`src/rtl/lpm_regs.svh`:
```
// Register offsets, field positions, reset values and timing figures
// Assumes inclusion by the package only; definitions, no logic.
`ifndef LPM_REGS_SVH
`define LPM_REGS_SVH

// ****************************************************************
// Register offsets
// ****************************************************************
`define LPM_OFF_OPMODE   8'h74
`define LPM_OFF_PHY1     8'h78
`define LPM_OFF_PHY2     8'h7c
`define LPM_OFF_STATUS   8'h80

// ****************************************************************
// Field positions
// ****************************************************************
`define LPM_RXDET_LSB    4
`define LPM_RXDET_MSB    6
`define LPM_SIGDET_LSB   20
`define LPM_SIGDET_MSB   21
`define LPM_EQ_LSB       22
`define LPM_EQ_MSB       25
`define LPM_SWING_BIT    30
`define LPM_DE6DB_BIT    31
`define LPM_AMPOFF_LSB   8
`define LPM_AMPOFF_MSB   11
`define LPM_DEOFF_LSB    12
`define LPM_DEOFF_MSB    15
`define LPM_AMP3P5_LSB   16
`define LPM_AMP3P5_MSB   20
`define LPM_AMP6P0_LSB   21
`define LPM_AMP6P0_MSB   25
`define LPM_AMPHALF_LSB  26
`define LPM_AMPHALF_MSB  30
`define LPM_DE3P5_LSB    0
`define LPM_DE3P5_MSB    4
`define LPM_DE6P0_LSB    5
`define LPM_DE6P0_MSB    9

// ****************************************************************
// Reset values
// ****************************************************************
`define LPM_RST_OPMODE   32'h0000_0000
`define LPM_RST_PHY1     32'h0000_0000
`define LPM_RST_PHY2     32'h0190_0020

// ****************************************************************
// Timing
// ****************************************************************
`define LPM_CLK_NS       20
`define LPM_RXDET_T0_NS  1000
`define LPM_RXDET_T1_NS  2000
`define LPM_RXDET_T2_NS  4000
`define LPM_RXDET_T3_NS  5000
`define LPM_RXDET_T4_NS  10000
`define LPM_RXDET_T5_NS  20000
`define LPM_RXDET_T6_NS  40000
`define LPM_RXDET_T7_NS  50000

`endif

```
`src/rtl/lpm_pkg.sv`:
```
// Types and shared helpers of the lane/port map and PHY config block
// Assumes the register header sits beside it on the include path.
package lpm_pkg;
  `include "lpm_regs.svh"

  // ****************************************************************
  // Types
  // ****************************************************************
  typedef enum logic [1:0] {
    LPM_MODE_505,
    LPM_MODE_606,
    LPM_MODE_508,
    LPM_MODE_RSVD
  } lpm_mode_t;

  typedef enum logic {
    LPM_CAP_WAIT,
    LPM_CAP_DONE
  } lpm_cap_t;

  typedef logic [2:0]  lpm_port_t;
  typedef logic [11:0] lpm_cnt_t;
  typedef logic [5:0]  lpm_level_t;

  // Least wait rounded up to whole clock cycles
  function automatic lpm_cnt_t lpm_ns_to_cyc(input int ns);
    int cyc;
    cyc = (ns + `LPM_CLK_NS - 1) / `LPM_CLK_NS;
    if (cyc < 1) cyc = 1;
    return lpm_cnt_t'(cyc);
  endfunction

  // Receiver-detect wait code to cycle count
  function automatic lpm_cnt_t lpm_rxdet_cyc(input logic [2:0] code);
    case (code)
      3'h0:    return lpm_ns_to_cyc(`LPM_RXDET_T0_NS);
      3'h1:    return lpm_ns_to_cyc(`LPM_RXDET_T1_NS);
      3'h2:    return lpm_ns_to_cyc(`LPM_RXDET_T2_NS);
      3'h3:    return lpm_ns_to_cyc(`LPM_RXDET_T3_NS);
      3'h4:    return lpm_ns_to_cyc(`LPM_RXDET_T4_NS);
      3'h5:    return lpm_ns_to_cyc(`LPM_RXDET_T5_NS);
      3'h6:    return lpm_ns_to_cyc(`LPM_RXDET_T6_NS);
      default: return lpm_ns_to_cyc(`LPM_RXDET_T7_NS);
    endcase
  endfunction

  // Base level plus offset step count
  function automatic lpm_level_t lpm_sum(input logic [4:0] base, input logic [3:0] off);
    return lpm_level_t'({1'b0, base} + {2'b00, off});
  endfunction
endpackage

```
`src/rtl/lpm_top.sv`:
```
// Lane-to-port map and per-port PHY parameter registers of a packet switch
// Assumes straps and config port synchronous to ref_clk; PHY is outside.
`timescale 1ns/1ps
module lpm_top #(
  parameter int LANES = 8,                           // Serial lanes
  parameter int PORTS = 6                            // Ports with PHY registers
) (
  input  wire logic                   ref_clk,       // 50 MHz clock
  input  wire logic                   rst_n,         // Async reset, low
  input  wire lpm_pkg::lpm_mode_t     mode_strap,    // Lane/port mode strap
  input  wire logic [3:0]             upstream_port_select, // Upstream lane select
  input  wire logic                   cfg_wr_en,     // Config write strobe
  input  wire logic                   cfg_rd_en,     // Config read strobe
  input  wire lpm_pkg::lpm_port_t     cfg_port,      // Port addressed
  input  wire logic [7:0]             cfg_addr,      // Register offset
  input  wire logic [31:0]            cfg_wdata,     // Write data
  input  wire logic [LANES-1:0]       rxdet_start,   // Start detect wait, per lane
  output logic [31:0]                 cfg_rdata_q,   // Read data
  output logic                        cfg_rd_valid_q,// Read data valid pulse
  output logic                        strap_taken_q, // Map latched
  output logic                        map_supported_q, // Strap combination valid
  output lpm_pkg::lpm_port_t [LANES-1:0] lane_port_q, // Port of each lane
  output logic [LANES-1:0]            lane_used_q,   // Lane in use
  output logic [LANES-1:0]            lane_upstream_q, // Lane on upstream port
  output logic [LANES-1:0][1:0]       lane_sigdet_q, // Signal-detect threshold
  output logic [LANES-1:0][3:0]       lane_rx_eq_q,  // Receiver equalization
  output logic [LANES-1:0]            lane_half_swing_q, // Half swing selected
  output lpm_pkg::lpm_level_t [LANES-1:0] lane_amp_q, // Amplitude, 25 mV steps
  output lpm_pkg::lpm_level_t [LANES-1:0] lane_deemph_q, // De-emphasis, 6.25 mV steps
  output logic [LANES-1:0]            lane_rxdet_busy_q, // Detect wait running
  output logic [LANES-1:0]            lane_rxdet_sample_q // Sample comparator pulse
);
  import lpm_pkg::*;

  // ****************************************************************
  // Elaboration checks
  // ****************************************************************
  if (LANES != 8) begin : g_bad_lanes
    $error("lpm_top: lane map serves exactly eight lanes");
  end
  if (PORTS != 6) begin : g_bad_ports
    $error("lpm_top: lane map serves exactly six ports");
  end

  // ****************************************************************
  // Declarations
  // ****************************************************************
  logic [31:0]            opmode_q [PORTS];
  logic [31:0]            phy1_q   [PORTS];
  logic [31:0]            phy2_q   [PORTS];
  lpm_cap_t               cap_q;
  lpm_mode_t              mode_q;
  logic [3:0]             sel_q;
  lpm_port_t [LANES-1:0]  map_port;
  logic [LANES-1:0]       map_used;
  logic                   map_ok;
  lpm_cnt_t               cnt_q [LANES];
  logic                   port_ok;
  logic [31:0]            status;

  // Decode of the live strap pins
  lpm_lane_map lpm_lane_map_inst (
    .mode   (mode_strap),
    .sel    (upstream_port_select),
    .port_o (map_port),
    .used_o (map_used),
    .ok_o   (map_ok)
  );

  // ****************************************************************
  // Strap capture
  // ****************************************************************
  // First edge after release latches the map; held until next reset
  always_ff @(posedge ref_clk or negedge rst_n) begin
    if (!rst_n) begin
      cap_q           <= LPM_CAP_WAIT;
      strap_taken_q   <= 1'b0;
      map_supported_q <= 1'b0;
      mode_q          <= LPM_MODE_505;
      sel_q           <= 4'h0;
      lane_port_q     <= '0;
      lane_used_q     <= '0;
      lane_upstream_q <= '0;
    end else begin
      case (cap_q)
        LPM_CAP_WAIT: begin
          cap_q           <= LPM_CAP_DONE;
          strap_taken_q   <= 1'b1;
          map_supported_q <= map_ok;
          mode_q          <= mode_strap;
          sel_q           <= upstream_port_select;
          lane_port_q     <= map_port;
          lane_used_q     <= map_used;
          for (int n = 0; n < LANES; n++) begin
            lane_upstream_q[n] <= map_used[n] && (map_port[n] == 3'h0);
          end
        end
        LPM_CAP_DONE: cap_q <= LPM_CAP_DONE;
        default:      cap_q <= LPM_CAP_WAIT;
      endcase
    end
  end

  // ****************************************************************
  // Per-port registers
  // ****************************************************************
  assign port_ok = (cfg_port < lpm_port_t'(PORTS));

  // Writes from the EEPROM loader or management master
  always_ff @(posedge ref_clk or negedge rst_n) begin
    if (!rst_n) begin
      for (int p = 0; p < PORTS; p++) begin
        opmode_q[p] <= `LPM_RST_OPMODE;
        phy1_q[p]   <= `LPM_RST_PHY1;
        phy2_q[p]   <= `LPM_RST_PHY2;
      end
    end else if (cfg_wr_en && port_ok) begin
      case (cfg_addr)
        `LPM_OFF_OPMODE: opmode_q[cfg_port] <= cfg_wdata;
        `LPM_OFF_PHY1:   phy1_q[cfg_port]   <= cfg_wdata;
        `LPM_OFF_PHY2:   phy2_q[cfg_port]   <= cfg_wdata;
        default:         ;
      endcase
    end
  end

  // Status word shows the latched map state
  assign status = {24'h00_0000, sel_q, mode_q, map_supported_q, strap_taken_q};

  // Reads answer one cycle later; unmapped reads return zero
  always_ff @(posedge ref_clk or negedge rst_n) begin
    if (!rst_n) begin
      cfg_rdata_q    <= 32'h0000_0000;
      cfg_rd_valid_q <= 1'b0;
    end else begin
      cfg_rd_valid_q <= cfg_rd_en;
      if (cfg_rd_en) begin
        cfg_rdata_q <= 32'h0000_0000;
        if (cfg_addr == `LPM_OFF_STATUS) begin
          cfg_rdata_q <= status;
        end else if (port_ok) begin
          case (cfg_addr)
            `LPM_OFF_OPMODE: cfg_rdata_q <= opmode_q[cfg_port];
            `LPM_OFF_PHY1:   cfg_rdata_q <= phy1_q[cfg_port];
            `LPM_OFF_PHY2:   cfg_rdata_q <= phy2_q[cfg_port];
            default:         cfg_rdata_q <= 32'h0000_0000;
          endcase
        end
      end
    end
  end

  // ****************************************************************
  // Per-lane PHY controls
  // ****************************************************************
  // Each lane takes the fields of its own port; unused lanes idle at zero
  always_ff @(posedge ref_clk or negedge rst_n) begin
    if (!rst_n) begin
      lane_sigdet_q     <= '0;
      lane_rx_eq_q      <= '0;
      lane_half_swing_q <= '0;
      lane_amp_q        <= '0;
      lane_deemph_q     <= '0;
    end else begin
      for (int n = 0; n < LANES; n++) begin
        lane_sigdet_q[n]     <= 2'h0;
        lane_rx_eq_q[n]      <= 4'h0;
        lane_half_swing_q[n] <= 1'b0;
        lane_amp_q[n]        <= 6'h00;
        lane_deemph_q[n]     <= 6'h00;
        if (lane_used_q[n]) begin
          lane_sigdet_q[n] <= phy2_q[lane_port_q[n]][`LPM_SIGDET_MSB:`LPM_SIGDET_LSB];
          lane_rx_eq_q[n]  <= phy2_q[lane_port_q[n]][`LPM_EQ_MSB:`LPM_EQ_LSB];
          lane_half_swing_q[n] <= phy2_q[lane_port_q[n]][`LPM_SWING_BIT];
          if (phy2_q[lane_port_q[n]][`LPM_SWING_BIT]) begin
            // Half swing: half amplitude base, no de-emphasis
            lane_amp_q[n] <= lpm_sum(opmode_q[lane_port_q[n]][`LPM_AMPHALF_MSB:`LPM_AMPHALF_LSB],
                                     phy2_q[lane_port_q[n]][`LPM_AMPOFF_MSB:`LPM_AMPOFF_LSB]);
          end else if (phy2_q[lane_port_q[n]][`LPM_DE6DB_BIT]) begin
            // Full swing with -6.0 db bases
            lane_amp_q[n] <= lpm_sum(opmode_q[lane_port_q[n]][`LPM_AMP6P0_MSB:`LPM_AMP6P0_LSB],
                                     phy2_q[lane_port_q[n]][`LPM_AMPOFF_MSB:`LPM_AMPOFF_LSB]);
            lane_deemph_q[n] <= lpm_sum(phy1_q[lane_port_q[n]][`LPM_DE6P0_MSB:`LPM_DE6P0_LSB],
                                        phy2_q[lane_port_q[n]][`LPM_DEOFF_MSB:`LPM_DEOFF_LSB]);
          end else begin
            // Full swing with -3.5 db bases, offset per port
            lane_amp_q[n] <= lpm_sum(opmode_q[lane_port_q[n]][`LPM_AMP3P5_MSB:`LPM_AMP3P5_LSB],
                                     phy2_q[lane_port_q[n]][`LPM_AMPOFF_MSB:`LPM_AMPOFF_LSB]);
            lane_deemph_q[n] <= lpm_sum(phy1_q[lane_port_q[n]][`LPM_DE3P5_MSB:`LPM_DE3P5_LSB],
                                        phy2_q[lane_port_q[n]][`LPM_DEOFF_MSB:`LPM_DEOFF_LSB]);
          end
        end
      end
    end
  end

  // ****************************************************************
  // Receiver-detect wait timers
  // ****************************************************************
  // Start while idle loads the count; sample pulses as it runs out
  always_ff @(posedge ref_clk or negedge rst_n) begin
    if (!rst_n) begin
      for (int n = 0; n < LANES; n++) begin
        cnt_q[n] <= 12'h000;
      end
      lane_rxdet_busy_q   <= '0;
      lane_rxdet_sample_q <= '0;
    end else begin
      for (int n = 0; n < LANES; n++) begin
        lane_rxdet_sample_q[n] <= (cnt_q[n] == 12'h001);
        if (cnt_q[n] == 12'h000) begin
          if (rxdet_start[n] && lane_used_q[n]) begin
            cnt_q[n] <= lpm_rxdet_cyc(phy2_q[lane_port_q[n]][`LPM_RXDET_MSB:`LPM_RXDET_LSB]);
            lane_rxdet_busy_q[n] <= 1'b1;
          end else begin
            lane_rxdet_busy_q[n] <= 1'b0;
          end
        end else begin
          cnt_q[n] <= cnt_q[n] - 12'h001;
          lane_rxdet_busy_q[n] <= (cnt_q[n] != 12'h001);
        end
      end
    end
  end

  // ****************************************************************
  // Assertions
  // ****************************************************************
  chk_map_held: assert property (@(posedge ref_clk) disable iff (!rst_n)
    strap_taken_q |=> $stable(lane_port_q) && $stable(lane_used_q) && strap_taken_q)
    else $error("lane map changed after capture");

  chk_rsvd_mode: assert property (@(posedge ref_clk) disable iff (!rst_n)
    (strap_taken_q && mode_q == LPM_MODE_RSVD) |-> !map_supported_q && lane_used_q == 8'h00)
    else $error("reserved mode accepted");

  chk_508_bond: assert property (@(posedge ref_clk) disable iff (!rst_n)
    (strap_taken_q && mode_q == LPM_MODE_508 && sel_q == 4'h0) |->
      lane_used_q == 8'hff && lane_upstream_q == 8'h0f && lane_port_q[7] == 3'h4)
    else $error("508 map wrong");

  chk_505_unused: assert property (@(posedge ref_clk) disable iff (!rst_n)
    (strap_taken_q && mode_q == LPM_MODE_505) |-> lane_used_q[3:1] == 3'h0)
    else $error("505 middle lanes in use");

  chk_606_lane1: assert property (@(posedge ref_clk) disable iff (!rst_n)
    (strap_taken_q && map_supported_q && mode_q == LPM_MODE_606) |->
      lane_used_q[1] && (lane_port_q[1] == ((sel_q == 4'h4) ? 3'h0 : 3'h5)))
    else $error("606 lane 1 port wrong");

  chk_one_upstream: assert property (@(posedge ref_clk) disable iff (!rst_n)
    (strap_taken_q && map_supported_q && mode_q != LPM_MODE_508) |-> $onehot(lane_upstream_q))
    else $error("upstream port not on one lane");

  chk_rxdet_wait: assert property (@(posedge ref_clk) disable iff (!rst_n)
    (rxdet_start[4] && lane_used_q[4] && cnt_q[4] == 12'h000 &&
     phy2_q[lane_port_q[4]][`LPM_RXDET_MSB:`LPM_RXDET_LSB] == 3'h0)
      |=> lane_rxdet_busy_q[4] [*8] ##42 !lane_rxdet_sample_q[4] ##1 lane_rxdet_sample_q[4])
    else $error("detect wait not 50 cycles");

  chk_half_nodeemph: assert property (@(posedge ref_clk) disable iff (!rst_n)
    lane_half_swing_q[4] |-> lane_deemph_q[4] == 6'h00)
    else $error("de-emphasis in half swing");

  chk_amp_sum: assert property (@(posedge ref_clk) disable iff (!rst_n)
    (lane_used_q[0] && !phy2_q[lane_port_q[0]][`LPM_SWING_BIT] &&
     !phy2_q[lane_port_q[0]][`LPM_DE6DB_BIT]) |=>
      lane_amp_q[0] == lpm_sum($past(opmode_q[lane_port_q[0]][`LPM_AMP3P5_MSB:`LPM_AMP3P5_LSB]),
                               $past(phy2_q[lane_port_q[0]][`LPM_AMPOFF_MSB:`LPM_AMPOFF_LSB])))
    else $error("amplitude not base plus offset");

  chk_wr_readback: assert property (@(posedge ref_clk) disable iff (!rst_n)
    (cfg_wr_en && port_ok && cfg_addr == `LPM_OFF_PHY2) ##1 !cfg_wr_en ##1
    (cfg_rd_en && !cfg_wr_en && cfg_addr == `LPM_OFF_PHY2 && cfg_port == $past(cfg_port, 2)) |=>
      cfg_rd_valid_q && cfg_rdata_q == $past(cfg_wdata, 3))
    else $error("written field not read back");
endmodule

```
`src/rtl/lpm_lane_map.sv`:
```
// Combinational decode of mode strap and upstream select into a lane map
// Assumes settled inputs; the caller latches the result.
`timescale 1ns/1ps
module lpm_lane_map (
  input  wire lpm_pkg::lpm_mode_t       mode,     // Mode strap
  input  wire logic [3:0]               sel,      // Upstream select
  output lpm_pkg::lpm_port_t [7:0]      port_o,   // Port number per lane
  output logic [7:0]                    used_o,   // Lane in use
  output logic                          ok_o      // Combination supported
);
  import lpm_pkg::*;

  // ****************************************************************
  // Map decode
  // ****************************************************************
  // Start from the plain map, then swap the chosen lane with lane 0
  always_comb begin
    port_o = '0;
    used_o = 8'h00;
    ok_o   = 1'b0;
    port_o[4] = 3'h1;
    port_o[5] = 3'h2;
    port_o[6] = 3'h3;
    port_o[7] = 3'h4;
    case (mode)
      LPM_MODE_508: begin
        ok_o   = (sel == 4'h0);
        used_o = 8'hff;
      end
      LPM_MODE_505, LPM_MODE_606: begin
        used_o = 8'hf1;
        if (mode == LPM_MODE_606) begin
          used_o[1] = 1'b1;
          port_o[1] = 3'h5;
        end
        ok_o = 1'b1;
        case (sel)
          4'h0: ok_o = 1'b1;
          4'h1: begin
            port_o[4] = 3'h0;
            port_o[0] = 3'h1;
          end
          4'h5: begin
            port_o[5] = 3'h0;
            port_o[0] = 3'h2;
          end
          4'h7: begin
            port_o[6] = 3'h0;
            port_o[0] = 3'h3;
          end
          4'h9: begin
            port_o[7] = 3'h0;
            port_o[0] = 3'h4;
          end
          4'h4: begin
            ok_o = (mode == LPM_MODE_606);
            port_o[1] = 3'h0;
            port_o[0] = 3'h5;
          end
          default: ok_o = 1'b0;
        endcase
      end
      default: ok_o = 1'b0;
    endcase
    if (!ok_o) begin
      port_o = '0;
      used_o = 8'h00;
    end
  end
endmodule

```
`config.mk`:
```
export PLATFORM = sky130hd
export DESIGN_NAME = lpm_top
export DESIGN_NICKNAME = d
export VERILOG_FILES = /design/src/rtl/lpm_pkg.sv /design/src/rtl/lpm_top.sv /design/src/rtl/lpm_lane_map.sv
export VERILOG_INCLUDE_DIRS = /design/src /design/src/rtl
export SDC_FILE = /design/constraint.sdc
export NUM_CORES = 2
export LEC_CHECK = 0
export BUFFER_PORTS_ARGS = -buffer_cell sky130_fd_sc_hd__buf_2
export CORE_MARGIN = 4
export CORE_UTILIZATION = 50
export CTS_CLUSTER_DIAMETER = 40
export CTS_CLUSTER_SIZE = 10
export DETAILED_ROUTE_END_ITERATION = 7
export HOLD_SLACK_MARGIN = 0.06
export PLACE_DENSITY = 0.66
export SLEW_MARGIN = 40
export SYNTH_ARGS = -nofsm -noshare
export SYNTH_HDL_FRONTEND = slang
export SYNTH_SLANG_ARGS = --single-unit
```
`constraint.sdc`:
```
create_clock -name ref_clk -period 4.7 [get_ports ref_clk]
set_input_delay 0.47 -clock ref_clk [delete_from_list [all_inputs] [get_ports ref_clk]]
set_output_delay 0.47 -clock ref_clk [all_outputs]
set_load 0.01 [all_outputs]
```
==> metrics <==
status complete, no violations; Flop pwr share 41.2%; DR vias 33900; nets 4334; commonest cells after routing, fill and taps aside dfrtp_1 (846), mux2_2 (681), buf_2 (286); I/O pin count 304; Psw 4670 µW; Skew-Pair Late Insertion Delay 0.74 ns; top post-synthesis cells by area dfrtp_1 (46%), mux2_2 (17%), mux2i_1 (5.8%); top cell type's share of synthesized area 46.5%; first-pass iteration count of the detailed router 6; syn avg cell area 11.7 µm²; vias in the first global route 33600; Internal Power 14400 µW; setup TNS 0 ns; Clock power frac 53.0%; Switching Fraction 24.6%; clock sinks 879; GR Util met1 43.3%; Worst Path Required 5.32 ns; Setup crit start kind flop; total of warnings raised by yosys 0; Clk pin slew, worst setup/hold paths 0.05 ns; Hold Violations, Final 0; Die Wd 312 µm; Hold Path Origin rxdet_start[5]; RSZ-0062 raised after global routing no; residual DRC count 0; cts hold-fix bufs 3; Yosys cell types 83; H-tree levels 4; Gate Count Post-Synth 3931; max cap viols 0; Post-CTS Repair Setup Buffers 0; Root Driver clkbuf_16; overall fraction of global-route tracks in use 30.3%; Final Skew 0.0296 ns; die height 312 µm; flop2flop setup slack 1.15 ns; r2r startpoint phy2_q[190]; total buffers and inverters traversed by the critical path 0; post-synth top area cell dfrtp_1; Worst path top cell family by delay multiplexers; 1st-iter DRT viols 3601; FF+latch area 22000 µm²; CTS max path bufs 3; commonest non-fill, non-tap cell in the layout dfrtp_1; post-CTS sizing 0; PortBufs 289; FF+latch count, synth 879; Slew @ Worst Pin 0.908 ns; Tcrit/Tclk final 75.5%; fillcell total 7517; Final Max Tran Viols 0; reg2reg end lane_amp_q[4]; R2R depth 10; maximum net fanout on the critical path 16; worst min path class in -> reg; fin crit period 3.55 ns; area delta synth->final 16.1%; CTS tree built; first-pass GRT wire length 223000 µm; maximum VDD drop 0.000281 V; CP max stage delay 0.65 ns; Leak Pwr 0.0253 µW; layout cells sized above 1 34.2%; Synth Cell Area 46100 µm²; largest net degree at the start of global routing 130; crit path capture type flop; PwrDens 356 nW/µm²; setup violators final 0; Setup CP Type reg -> reg; multi-input logic area 22400 µm²; Remaining Overflow, GRT 0; grt met2 use 45.6%; Fmax 0.282 GHz; CP max-delay cell mux2i_1; Worst Path Arrival 4.17 ns; sequential element share of the synthesized area 47.8%; Worst Hold Depth 4; relative slew slack 39.4%; initial antenna violation count 5; Endpoint, Worst Hold cnt_q[24]; initial cell density of the core 50.3%; routed vias/inst 6.22; DPL Wire Length 102000 µm; crit path cell chain mux2i_1 -> mux4_2 -> o221ai_1 -> o21ai_0 -> ha_1 -> fa_1 -> a21o_1 -> a21oi_1 -> nor2b_1 -> mux2_2; total die area 97000 µm²; cts bufs inserted 138; CORE AREA 91500 µm²; Comb power frac 5.9%; Post-synth EDFFs 0; top_reg_cell synth dfrtp_1; GPL Wtd Cong 0.924; final core utilization 58.4%; GRT Max-Usage Layer met2; Routed Antenna Nets 0; row count 111; FFs w/ async S/R, synth 100%; met3 usage 7.24%; per-cell routed wire length 27.2 µm; drt total wl 149000 µm
## synth_stat cells (13+ instances only)
cell type	number
or4_1	15
nor3_1	52
o221ai_1	27
a211oi_1	27
buf_2	92
and2_1	54
xnor2_1	55
nor2_1	185
fa_1	14
dfrtp_1	855
o21ai_0	128
o22ai_1	42
buf_4	47
nor3b_1	19
or3_1	13
ha_1	84
inv_1	95
dfstp_2	24
nand3_1	43
mux2i_1	267
mux4_2	62
nor2b_1	86
a21o_1	30
o31ai_1	15
and3_1	20
clkbuf_1	149
nand2b_1	31
a21oi_1	154
mux2_2	681
a22oi_1	38
nand2_1	194
nor4_1	22
buf_1	32
o2bb2ai_1	20
o211ai_1	40
xor2_1	39
a31oi_1	21
## cell families after synthesis
kind of cell               count (synthesis)  synth area share (%)
AOI/OAI and AO/OA                        647                  9.32
xor gates and xnor gates                  94                  1.79
and+or+nand+nor                          783                  8.60
buffers and inverters                    416                  4.02
adders and majority gates                 98                  2.89
other                                      2                0.0163
DFF                                      879                  47.8
muxes                                   1012                  25.5
## tightest hold or removal path: cells and delay by family
kind | cells | cell delay (ns)
buffers and inverters | 1 | 0.09
AND/OR/NAND/NOR | 2 | 0.17
AO/OA/AOI/OAI | 1 | 0.07
## power groups by stage
stage	Combinational [µW]	Sequential (µW)	Clock [µW]
after floorplan	607	7890	0
after global placement	1090	7950	0
after detailed placement	1100	7950	0
after CTS	1110	7830	10200
after global routing	1200	7840	10600
final	1110	7830	10100
## metrics by stage
step / setup WS [ns] / area (µm²) / total power (µW) / hold WS [ns] / cells
2_1_floorplan: 1.24 / 46100 / 8500 / 0.174 / 3944
3_3_place_gp: 1.29 / 48800 / 9040 / 0.467 / 5216
3_5_place_dp: 1.22 / 48800 / 9060 / 0.470 / 5216
4_1_cts: 1.22 / 53400 / 19200 / 0.0721 / 5458
5_1_grt: 0.980 / 53500 / 19600 / 0.130 / 5461
6_report: 1.15 / 53500 / 19000 / 0.115 / 5461
## worst max path at each step
stage               slack, ns             to  cells past startpoint           start
finish                   1.15  lane_amp_q[4]                     10     phy2_q[190]
detailed placement       1.22  lane_amp_q[4]                     10     phy2_q[190]
floorplan                1.24  lane_amp_q[4]                     12  lane_port_q[0]
global placement         1.29  lane_amp_q[4]                     10  lane_port_q[0]
global route             0.98  lane_amp_q[4]                     10     phy2_q[190]
CTS                      1.22  lane_amp_q[4]                     10     phy2_q[190]
## routing by layer
| layer | share of wire, % | routed length [µm] |
|---|---|---|
| met4 | 3.3 | 4960 |
| met3 | 8.7 | 12900 |
| met2 | 44 | 66100 |
| met1 | 44 | 64700 |
| met5 | 0.012 | 18 |
## state kept, by name, indices dropped and copies added (netlist names), 28 cells and up
register / flops
opmode_q: 192
phy1_q: 192
phy2_q: 192
cnt_q: 96
lane_amp_q: 42
lane_deemph_q: 42
cfg_rdata_q: 32
lane_rx_eq_q: 28
## cell type report
type | count | area share (%)
multi-input combinational | 2649 | 41.9
sequential | 879 | 41.2
clock buffer | 174 | 7.10
timing repair buffer | 411 | 4.85
tap | 1186 | 2.77
clock inverter | 65 | 1.50
inverter | 96 | 0.674
antenna | 1 | 0.00468
Note: power is estimated with default switching activity, not from simulation.
